**config.mk**
```make
export PLATFORM = sky130hd
export DESIGN_NAME = tta_top
export DESIGN_NICKNAME = d
export VERILOG_FILES = /design/src/tta_slot.v /design/src/tta_top.v
export VERILOG_INCLUDE_DIRS = /design/src
export SDC_FILE = /design/constraint.sdc
export NUM_CORES = 1
export LEC_CHECK = 0
export BUFFER_PORTS_ARGS = -buffer_cell sky130_fd_sc_hd__buf_2
export CORE_MARGIN = 10
export CORE_UTILIZATION = 45
export DETAILED_ROUTE_END_ITERATION = 10
export GPL_ROUTABILITY_DRIVEN = 0
export PLACE_DENSITY = 0.64
export SYNTH_ARGS = -nofsm -noshare
export SYNTH_HDL_FRONTEND = slang
export SYNTH_HIERARCHICAL = 1
export SYNTH_SLANG_ARGS = --single-unit
```
**constraint.sdc**
```tcl
create_clock -name clk_sys_i -period 2.5 [get_ports clk_sys_i]
set_input_delay 0.375 -clock clk_sys_i [delete_from_list [all_inputs] [get_ports clk_sys_i]]
set_output_delay 0.375 -clock clk_sys_i [all_outputs]
set_load 0.005 [all_outputs]
```
**src/tta_regs.vh**
```
// register map, field positions and reset values of the thermal threshold assist
// Notes on behaviour
// - crossing_status sets when the sampled comparison crosses that register's threshold.
// - status_valid sets once crossing_status holds a valid sampled result; read-only.
// - each threshold register holds a 7-bit threshold, 0 to 127 degrees, one per step.
// - compare_direction clear means above threshold; set means below threshold.
// - with irq enable clear, crossing status still updates but no interrupt is raised.
// - the interrupt is taken only while external_interrupt_mask is set.
// - comparison runs only while register valid and control compare enable are both 1.
// - an invalid threshold register is ignored and never compared.
// - writing an active threshold register clears its status_valid and restarts comparison.
// - any control register write clears both status_valid bits and restarts comparison.
// - dual-threshold and single-threshold operation are both supported.
// - interrupt needs valid register, crossing status, status_valid and irq enable all 1.
// - registers are reached only by privileged special-register writes and reads.
// - a 13-bit sample interval sets cycles waited before each comparison sample.
// - compare enable works only if at least one threshold register is valid.
// - in dual-threshold mode the single comparator alternates between both thresholds.
// - threshold first, threshold second and control are registers 1020, 1021, 1022.
`ifndef TTA_REGS_VH
`define TTA_REGS_VH

`define TTA_SPR_THRESH_FIRST  10'h3FC
`define TTA_SPR_THRESH_SECOND 10'h3FD
`define TTA_SPR_CONTROL       10'h3FE

// bit positions in the processor's numbering, bit 0 is the msb
`define TTA_BIT_CROSSING      0
`define TTA_BIT_STATUS_VALID  1
`define TTA_THRESH_MSB        2
`define TTA_THRESH_LSB        8
`define TTA_BIT_DIRECTION     29
`define TTA_BIT_IRQ_ENABLE    30
`define TTA_BIT_REG_VALID     31
`define TTA_INTERVAL_MSB      18
`define TTA_INTERVAL_LSB      30
`define TTA_BIT_CMP_ENABLE    31

`define TTA_THRESH_RESET      7'h00
`define TTA_INTERVAL_RESET    13'h0000
`define TTA_THRESH_W          7
`define TTA_INTERVAL_W        13

`endif

```
**src/tta_slot.v**
```verilog
// one threshold register with its comparison result and interrupt qualification
`timescale 1ns/1ns
module tta_slot (
   // clock and reset
   input  wire       clk_sys_i,
   input  wire       rst_i,
   // register write
   input  wire       wr_i,
   input  wire [31:0] wdata_i,
   input  wire       invalidate_i,
   // comparison sample
   input  wire       sample_i,
   input  wire       above_i,
   // state
   output wire       active_o,
   output wire [6:0] threshold_o,
   output wire       irq_o,
   output wire [31:0] rdata_o
);
`include "tta_regs.vh"
   reg [6:0] threshold;
   reg       direction;
   reg       irq_enable;
   reg       reg_valid;
   reg       crossing_status;
   reg       status_valid;

   // processor bit n is vector bit 31-n
   always @(posedge clk_sys_i) begin
      if (rst_i) begin
         threshold       <= `TTA_THRESH_RESET;
         direction       <= 1'b0;
         irq_enable      <= 1'b0;
         reg_valid       <= 1'b0;
         crossing_status <= 1'b0;
         status_valid    <= 1'b0;
      end else if (wr_i) begin
         // reserved bits are dropped
         threshold    <= wdata_i[31-`TTA_THRESH_MSB:31-`TTA_THRESH_LSB];
         direction    <= wdata_i[31-`TTA_BIT_DIRECTION];
         irq_enable   <= wdata_i[31-`TTA_BIT_IRQ_ENABLE];
         reg_valid    <= wdata_i[31-`TTA_BIT_REG_VALID];
         status_valid <= 1'b0; // restart
      end else if (invalidate_i) begin
         status_valid <= 1'b0;
      end else if (sample_i && reg_valid) begin
         // direction selects sense
         crossing_status <= direction ? ~above_i : above_i;
         status_valid    <= 1'b1;
      end
   end

   assign active_o    = reg_valid;
   assign threshold_o = threshold;
   assign irq_o       = reg_valid & crossing_status & status_valid & irq_enable;
   // read layout mirrors the write layout, crossing_status in processor bit 0
   assign rdata_o     = {crossing_status, status_valid, threshold, 20'h00000, direction, irq_enable, reg_valid};
endmodule

```
**src/tta_top.v**
```verilog
// thermal threshold assist: special-register port, sample sequencer, two threshold slots
`timescale 1ns/1ns
module tta_top (
   // clock and reset
   input  wire        clk_sys_i,
   input  wire        rst_i,
   // special-register port from the core
   input  wire        spr_wr_i,
   input  wire        spr_rd_i,
   input  wire [9:0]  spr_num_i,
   input  wire        spr_priv_i,
   input  wire [31:0] spr_wdata_i,
   output reg  [31:0] spr_rdata_o,
   output reg         spr_hit_o,
   // analog comparator
   output reg  [6:0]  dac_threshold_o,
   input  wire        temp_above_i,
   // interrupt
   input  wire        external_interrupt_mask_i,
   output wire        thermal_irq_o
);
`include "tta_regs.vh"
   reg  [12:0] sample_interval;
   reg         cmp_enable;
   reg  [12:0] wait_cnt;
   reg         sel_second;
   reg         restart;
   wire [1:0]  active;
   wire [6:0]  thr_first;
   wire [6:0]  thr_second;
   wire [1:0]  irq;
   wire [31:0] rd_first;
   wire [31:0] rd_second;
   wire        wr_ok;
   wire        rd_ok;
   wire        wr_first;
   wire        wr_second;
   wire        wr_ctrl;
   wire        running;
   wire        sample;
   wire        cur_sel;

   // privileged accesses only
   assign wr_ok     = spr_wr_i & spr_priv_i;
   assign rd_ok     = spr_rd_i & spr_priv_i;
   assign wr_first  = wr_ok & (spr_num_i == `TTA_SPR_THRESH_FIRST);
   assign wr_second = wr_ok & (spr_num_i == `TTA_SPR_THRESH_SECOND);
   assign wr_ctrl   = wr_ok & (spr_num_i == `TTA_SPR_CONTROL);

   always @(posedge clk_sys_i) begin
      if (rst_i) begin
         sample_interval <= `TTA_INTERVAL_RESET;
         cmp_enable      <= 1'b0;
      end else if (wr_ctrl) begin
         sample_interval <= spr_wdata_i[31-`TTA_INTERVAL_MSB:31-`TTA_INTERVAL_LSB];
         cmp_enable      <= spr_wdata_i[31-`TTA_BIT_CMP_ENABLE];
      end
   end

   // compare only with enable and at least one valid slot
   assign running = cmp_enable & (active != 2'b00);
   // pick slot: alternate when both valid, else the single valid one
   assign cur_sel = (active == 2'b11) ? sel_second : active[1] & ~active[0];
   // comparator settles through the whole interval before the result is taken
   assign sample  = running & ~restart & (wait_cnt >= sample_interval);

   always @(posedge clk_sys_i) begin
      if (rst_i) begin
         wait_cnt   <= 13'h0000;
         sel_second <= 1'b0;
         restart    <= 1'b1;
      end else if (wr_first || wr_second || wr_ctrl || !running) begin
         wait_cnt   <= 13'h0000;
         restart    <= 1'b1;
      end else if (restart) begin
         wait_cnt   <= 13'h0000;
         restart    <= 1'b0;
      end else if (sample) begin
         wait_cnt   <= 13'h0000;
         sel_second <= ~cur_sel;
      end else begin
         wait_cnt   <= wait_cnt + 13'h0001;
      end
   end

   always @(posedge clk_sys_i) begin
      if (rst_i)
         dac_threshold_o <= `TTA_THRESH_RESET;
      else
         dac_threshold_o <= cur_sel ? thr_second : thr_first;
   end

   tta_slot u_first (
      .clk_sys_i    (clk_sys_i),
      .rst_i        (rst_i),
      .wr_i         (wr_first),
      .wdata_i      (spr_wdata_i),
      .invalidate_i (wr_ctrl),
      .sample_i     (sample & ~cur_sel),
      .above_i      (temp_above_i),
      .active_o     (active[0]),
      .threshold_o  (thr_first),
      .irq_o        (irq[0]),
      .rdata_o      (rd_first)
   );

   tta_slot u_second (
      .clk_sys_i    (clk_sys_i),
      .rst_i        (rst_i),
      .wr_i         (wr_second),
      .wdata_i      (spr_wdata_i),
      .invalidate_i (wr_ctrl),
      .sample_i     (sample & cur_sel),
      .above_i      (temp_above_i),
      .active_o     (active[1]),
      .threshold_o  (thr_second),
      .irq_o        (irq[1]),
      .rdata_o      (rd_second)
   );

   // masked by the core's external interrupt enable
   assign thermal_irq_o = (irq[0] | irq[1]) & external_interrupt_mask_i;

   always @(posedge clk_sys_i) begin
      if (rst_i) begin
         spr_rdata_o <= 32'h00000000;
         spr_hit_o   <= 1'b0;
      end else begin
         spr_hit_o   <= rd_ok & ((spr_num_i == `TTA_SPR_THRESH_FIRST) | (spr_num_i == `TTA_SPR_THRESH_SECOND) |
                                 (spr_num_i == `TTA_SPR_CONTROL));
         if (rd_ok && spr_num_i == `TTA_SPR_THRESH_FIRST)
            spr_rdata_o <= rd_first;
         else if (rd_ok && spr_num_i == `TTA_SPR_THRESH_SECOND)
            spr_rdata_o <= rd_second;
         else if (rd_ok && spr_num_i == `TTA_SPR_CONTROL)
            spr_rdata_o <= {18'h00000, sample_interval, cmp_enable};
         else
            spr_rdata_o <= 32'h00000000;
      end
   end
endmodule
```
==> impl_metrics.env, run 1 <==
export IMPL_status="complete, no violations"
export IMPL_p_leak_nw=2.084
export IMPL_synth_edf_count=0
export IMPL_grt_pass1_vias=3040
export IMPL_fmax_ghz=0.4416
export IMPL_grt_ovfl_total=0
export IMPL_power_density_nw_per_um2=553.2
export IMPL_hold_path_class="input port to flip-flop"
export IMPL_maxSlewHeadroom_pct=49.15
export IMPL_setup_tns_final_ns=0
export IMPL_area_growth_pct=8.811
export IMPL_insertion_delay_ns=0.36
export IMPL_cp_max_fo=3
export IMPL_drv_slew=0
export IMPL_drtIter0Drc=202
export IMPL_layout_commonest_cell="nor2_1"
export IMPL_viasPerCell=4.614
export IMPL_drv_cap=0
export IMPL_top_level_ports=90
export IMPL_finalSetupViolCount=0
export IMPL_post_dp_hpwl_um=6558
export IMPL_avgRoutedWirePerCell_um=13.35
export IMPL_grtUsageTotal_pct=12.52
export IMPL_dp_cells=651
export IMPL_hold_violations=0
export IMPL_hold_buffers=0
export IMPL_antenna_cells=0
export IMPL_antenna_found_initial=0
export IMPL_netlist_cell_type_count=44
export IMPL_crit_path_start_kind="flip-flop"
export IMPL_ant_nets=0
export IMPL_finalCritPeriodShare_pct=90.59
export IMPL_yosys_warnings=6
export IMPL_syn_inst=475
export IMPL_drt_wl_total_um=8877
export IMPL_end_kind="flip-flop"
export IMPL_ys_flop_type="dfxtp_1"
export IMPL_start_util_pct=46.20
export IMPL_whs_ns=0.2500
export IMPL_critical_path_startpoint="sample_interval[12]$_SDFFE_PP0P_"
export IMPL_critPathKind="flip-flop to flip-flop"
export IMPL_die_w_um=120.2
export IMPL_vdd_drop_max_v=0.0002779
export IMPL_cts_made_buffers=9
export IMPL_cts_sinks=93
export IMPL_worst_slew_pin_slew_ns=0.7628
export IMPL_rsz0062_at_grt="false"
export IMPL_core_area_um2=9774
export IMPL_cts_max_level=3
export IMPL_dieArea_um2=14440
export IMPL_fin_skew_ns=0.01240
export IMPL_fp_row_count=36
export IMPL_dr_pass1_iters=4
export IMPL_die_height_um=120.2
export IMPL_grt_pass1_wl_um=14810
export IMPL_clk_pin_slew_ns=0.09
export IMPL_num_nets_final=592
export IMPL_grt_max_degree=61
export IMPL_arrival_ns=2.56
export IMPL_num_vias=3068
export IMPL_drive_gt1_share_pct=23.87
export IMPL_synth_seq_cells=93
export IMPL_clock_root_buffer="clkbuf_8"
export IMPL_fin_crit_ns=2.265
export IMPL_required_ns=2.79
export IMPL_async_reset_ff_share_pct=0
export IMPL_syn_cell_area_um2=4516
export IMPL_synth_seq_area_share_pct=41.23
export IMPL_io_buffers=78
export IMPL_layout_common_cells="97 x nor2_1, 93 x dfxtp_1, 78 x buf_2"
export IMPL_hold_start="spr_wdata_i[9]"
export IMPL_syn_area_per_cell_um2=9.506
export IMPL_cts_max_path_buffers=2
export IMPL_remaining_drc_errors=0
export IMPL_fin_cells=665
export IMPL_cts_tree="built"
export IMPL_r2r_start="sample_interval[12]$_SDFFE_PP0P_"
-- through the flow --
stage          cell area (µm²)  util, %  setup WS [ns]  power [mW]
6_report                  4913    50.27         0.2353       2.718
5_1_grt                   4913    50.27        0.02328       2.820
4_1_cts                   4907    50.20         0.1738       2.743
3_5_place_dp              4687    47.95         0.2009       1.626
3_3_place_gp              4687    47.95         0.2671       1.624
2_1_floorplan             4658        -         0.4880       1.626
-- state kept, by name (all words and copies together) (netlist names) --
register / cells
dac_threshold_o: 7
u_second/direction: 1
u_second/status_valid: 1
u_first/direction: 1
sample_interval: 13
spr_rdata_o: 32
cmp_enable: 1
u_second/crossing_status: 1
u_first/active_o: 1
u_second/active_o: 1
u_first/irq_enable: 1
u_first/status_valid: 1
u_second/threshold_o: 7
wait_cnt: 13
u_first/threshold_o: 7
u_first/crossing_status: 1
restart: 1
spr_hit_o: 1
sel_second: 1
u_second/irq_enable: 1
-- Yosys cell counts (all sizes together) (2+ instances only) --
cell type | n | area [µm²]
a211oi | 3 | 32.53
a21oi | 7 | 35.03
a22oi | 14 | 105.1
and2 | 2 | 12.51
and4 | 2 | 17.52
and4bb | 2 | 25.02
buf | 81 | 605.6
clkbuf | 2 | 7.510
conb | 2 | 7.510
dfxtp | 93 | 1862
ha | 14 | 175.2
inv | 18 | 67.56
mux2 | 14 | 157.7
mux2i | 59 | 590.6
nand2 | 12 | 45.04
nand3 | 2 | 10.01
nand4 | 7 | 43.79
nor2 | 97 | 364.1
nor3 | 3 | 15.01
nor3b | 4 | 46.29
nor4 | 4 | 25.02
o21a | 2 | 15.01
o21ai | 6 | 33.78
or3 | 4 | 35.03
xnor2 | 7 | 61.31
xor2 | 6 | 52.55
-- metal layers --
layer	GRT usage [%]	wire length (µm)	vias to the layer above
li1	-	-	1601
met1	15.92	4428	1399
met4	5.882	173	0
met3	3.211	356	14
met5	0	0	-
met2	19.50	3919	54
-- critical path: stages (launching register included) --
cell       delay (ns)
dfxtp_1          0.37
inv_1            0.05
ha_1             0.29
nand2_1          0.06
nor2_1           0.19
o2111ai_1        0.20
and3b_1          0.25
nor4_1           0.21
and4bb_1         0.32
nor2_1           0.07
a211oi_2         0.18
-- report_power, final --
group	internal, mW	switching [mW]
sequential	1.48	0.000105
clock	0.611	0.515
combinational	0.0509	0.0615
-- path summary, 6_finish.rpt --
check,cells after the start,slack (ns),to
worst max-delay path,10,0.24,u_second/crossing_status$_SDFFE_PP0P_
worst min-delay path,3,0.25,sample_interval[8]$_SDFFE_PP0P_
worst max register to register,10,0.24,u_second/crossing_status$_SDFFE_PP0P_
worst min register to register,2,0.52,u_second/threshold_o[4]$_SDFFE_PP0P_
-- logic make-up (layout without fill, tap and decap cells) --
logic type,after synthesis,in the layout,synth area share (%)
AO/OA/AOI/OAI,37,37,5.874
XOR/XNOR,13,13,2.521
adder cells (fa/ha/maj),14,14,3.879
buffers and inverters,101,120,15.07
flip-flops,93,93,41.23
multiplexers,73,73,16.57
other,2,40,0.1663
AND/OR/NAND/NOR,142,142,14.69
-- timing repair --
item	4_1_cts	5_1_grt
endpoints found under the setup margin	0	1
gates resized for setup	0	1
buffers inserted	0	0
-- final cells by class --
cell class / count / area, µm²
Clock buffer: 11 / 151.4
Clock inverter: 3 / 68.82
Fill cell: 954 / 4861
Inverter: 18 / 67.56
Multi-Input combinational cell: 319 / 2132
Sequential cell: 93 / 1862
Tap cell: 133 / 166.4
Timing Repair Buffer: 88 / 465.4
No activity file was read; power rests on OpenSTA's default activity.
==> run 2, diff against run 1 <==
--- a/config.mk
+++ b/config.mk
@@ -12,6 +12,7 @@
 export DETAILED_ROUTE_END_ITERATION = 10
 export GPL_ROUTABILITY_DRIVEN = 0
 export PLACE_DENSITY = 0.64
+export RECOVER_POWER = 25
 export SYNTH_ARGS = -nofsm -noshare
 export SYNTH_HDL_FRONTEND = slang
 export SYNTH_HIERARCHICAL = 1
==> impl_metrics.env, run 2 (synthesis gave the netlist of run 1 again) <==
export IMPL_path_delay_family="simple AND/OR/NAND/NOR gates"
export IMPL_top_level_ports=90
export IMPL_end_kind="flip-flop"
export IMPL_post_dp_hpwl_um=6558
export IMPL_drv_cap=0
export IMPL_r2r_slack_ns=0.24
export IMPL_post_route_util_pct=49.96
export IMPL_r2r_cells=10
export IMPL_clock_root_buffer="clkbuf_8"
export IMPL_slowest_stage="dfxtp_1"
export IMPL_p_total_mw=2.717
export IMPL_arrival_ns=2.56
export IMPL_p_leak_nw=1.978
export IMPL_ant_nets=0
export IMPL_hold_violations=0
export IMPL_viasPerCell=4.606
export IMPL_cts_max_path_buffers=2
export IMPL_grt_pass1_wl_um=14810
export IMPL_drv_slew=0
export IMPL_maxSlewHeadroom_pct=49.12
export IMPL_dr_pass1_iters=4
export IMPL_grt_ovfl_total=0
export IMPL_rsz0062_at_grt="false"
export IMPL_required_ns=2.79
export IMPL_clk_pin_slew_ns=0.09
export IMPL_fin_skew_ns=0.01162
export IMPL_cts_tree="built"
export IMPL_grt_pass1_vias=3040
export IMPL_area_growth_pct=8.146
export IMPL_finalCritPeriodShare_pct=90.60
export IMPL_cpMostUsedCell="nor2_1"
export IMPL_insertion_delay_ns=0.36
export IMPL_r2r_start="sample_interval[12]$_SDFFE_PP0P_"
export IMPL_final_area_um2=4883
export IMPL_antenna_cells=0
export IMPL_num_vias=3063
export IMPL_fillers=962
export IMPL_cts_sinks=93
export IMPL_grt_max_degree=61
export IMPL_hold_start="spr_wdata_i[9]"
export IMPL_layout_commonest_cell="nor2_1"
export IMPL_hold_path_depth=3
export IMPL_regMostFlops="spr_rdata_o"
export IMPL_critPathKind="flip-flop to flip-flop"
export IMPL_core_area_um2=9774
export IMPL_fmax_ghz=0.4415
export IMPL_worst_slew_pin_slew_ns=0.7631
export IMPL_start_util_pct=46.20
export IMPL_cp_max_fo=3
export IMPL_antenna_found_initial=0
export IMPL_hold_path_class="input port to flip-flop"
export IMPL_grtUsageTotal_pct=12.52
export IMPL_worstHoldEndpoint="sample_interval[8]$_SDFFE_PP0P_"
export IMPL_fin_crit_ns=2.265
export IMPL_num_nets_final=592
export IMPL_reg_largest_list="spr_rdata_o x32, sample_interval x13, wait_cnt x13"
export IMPL_crit_path_start_kind="flip-flop"
export IMPL_finalSetupViolCount=0
export IMPL_drive_gt1_share_pct=19.36
export IMPL_max_stage_delay_ns=0.37
export IMPL_fp_row_count=36
export IMPL_vdd_drop_max_v=0.0002779
export IMPL_drtIter0Drc=192
export IMPL_cts_made_buffers=9
export IMPL_path_cells="inv_1, ha_1, nand2_1, nor2_1, o2111ai_1, and3b_1, nor4b_2, and4bb_1, nor2_1, a211oi_2"
export IMPL_layout_common_cells="97 x nor2_1, 93 x dfxtp_1, 59 x mux2i_1"
export IMPL_remaining_drc_errors=0
export IMPL_crit_buf_inv=1
export IMPL_io_buffers=78
export IMPL_placed_cell_area_um2=4687
export IMPL_status="complete, no violations"
export IMPL_avgRoutedWirePerCell_um=13.37
export IMPL_cts_max_level=3
export IMPL_dieArea_um2=14440
export IMPL_setup_tns_final_ns=0
export IMPL_die_height_um=120.2
export IMPL_r2r_end="u_first/crossing_status$_SDFFE_PP0P_"
export IMPL_die_w_um=120.2
export IMPL_power_density_nw_per_um2=556.4
export IMPL_largest_reg_flops=32
export IMPL_post_cts_buffers=0
export IMPL_drt_wl_total_um=8890
## run 2: final cells by class
cell class | instances | area, µm² | share of cell area [%]
timing repair buffer | 88 | 435.4 | 8.916
sequential | 93 | 1862 | 38.12
clock buffer | 11 | 151.4 | 3.100
clock inverter | 3 | 68.82 | 1.409
multi-input combinational | 319 | 2132 | 43.66
inverter | 18 | 67.56 | 1.384
tap | 133 | 166.4 | 3.408
## run 2: what timing repair did
item | 4_1_cts | 5_1_grt
resized for setup | 0 | 1
endpoints found under the setup margin | 0 | 1
hold buffers | 0 | 0
## run 2: worst reg2reg max path, delay by kind of cell (launching register included)
family | cells | cell delay (ns)
AOI/OAI and AO/OA | 2 | 0.38
DFF | 1 | 0.37
adders and majority gates | 1 | 0.29
buffers and inverters | 1 | 0.06
and+or+nand+nor | 6 | 1.10
## run 2: worst max-delay path by stage
stage                                     startpoint                                    to  depth (start not counted)
global route        sample_interval[12]$_SDFFE_PP0P_  u_first/crossing_status$_SDFFE_PP0P_                         10
detailed placement  sample_interval[12]$_SDFFE_PP0P_  u_first/crossing_status$_SDFFE_PP0P_                         10
floorplan                     wait_cnt[0]$_SDFF_PP0_  u_first/crossing_status$_SDFFE_PP0P_                         10
finish              sample_interval[12]$_SDFFE_PP0P_  u_first/crossing_status$_SDFFE_PP0P_                         10
CTS                 sample_interval[12]$_SDFFE_PP0P_  u_first/crossing_status$_SDFFE_PP0P_                         10
global placement    sample_interval[12]$_SDFFE_PP0P_  u_first/crossing_status$_SDFFE_PP0P_                         10
## run 2: stage by stage
stage               hold WS (ns)  setup slack (ns)  cells
global placement          0.4956            0.2671    651
floorplan                 0.4396            0.4880    513
detailed placement        0.5090            0.2009    651
global route              0.2358           0.02328    665
finish                    0.2490            0.2350    665
CTS                       0.2349            0.1738    665
## run 2: per-layer routing
| metal | routed length (µm) | vias up | GRT usage (%) |
|---|---|---|---|
| met4 | 173 | 0 | 5.882 |
| met1 | 4441 | 1394 | 15.92 |
| li1 | - | 1600 | - |
| met2 | 3917 | 55 | 19.50 |
| met3 | 358 | 14 | 3.211 |
| met5 | 0 | - | 0 |
## run 2: power by group
group	leakage (nW)	switching, mW	internal [mW]	total (mW)
sequential	0.749	0.000106	1.48	1.48
clock	0.112	0.514	0.611	1.13
combinational	1.12	0.0614	0.0509	0.112
total	1.98	0.575	2.14	2.72
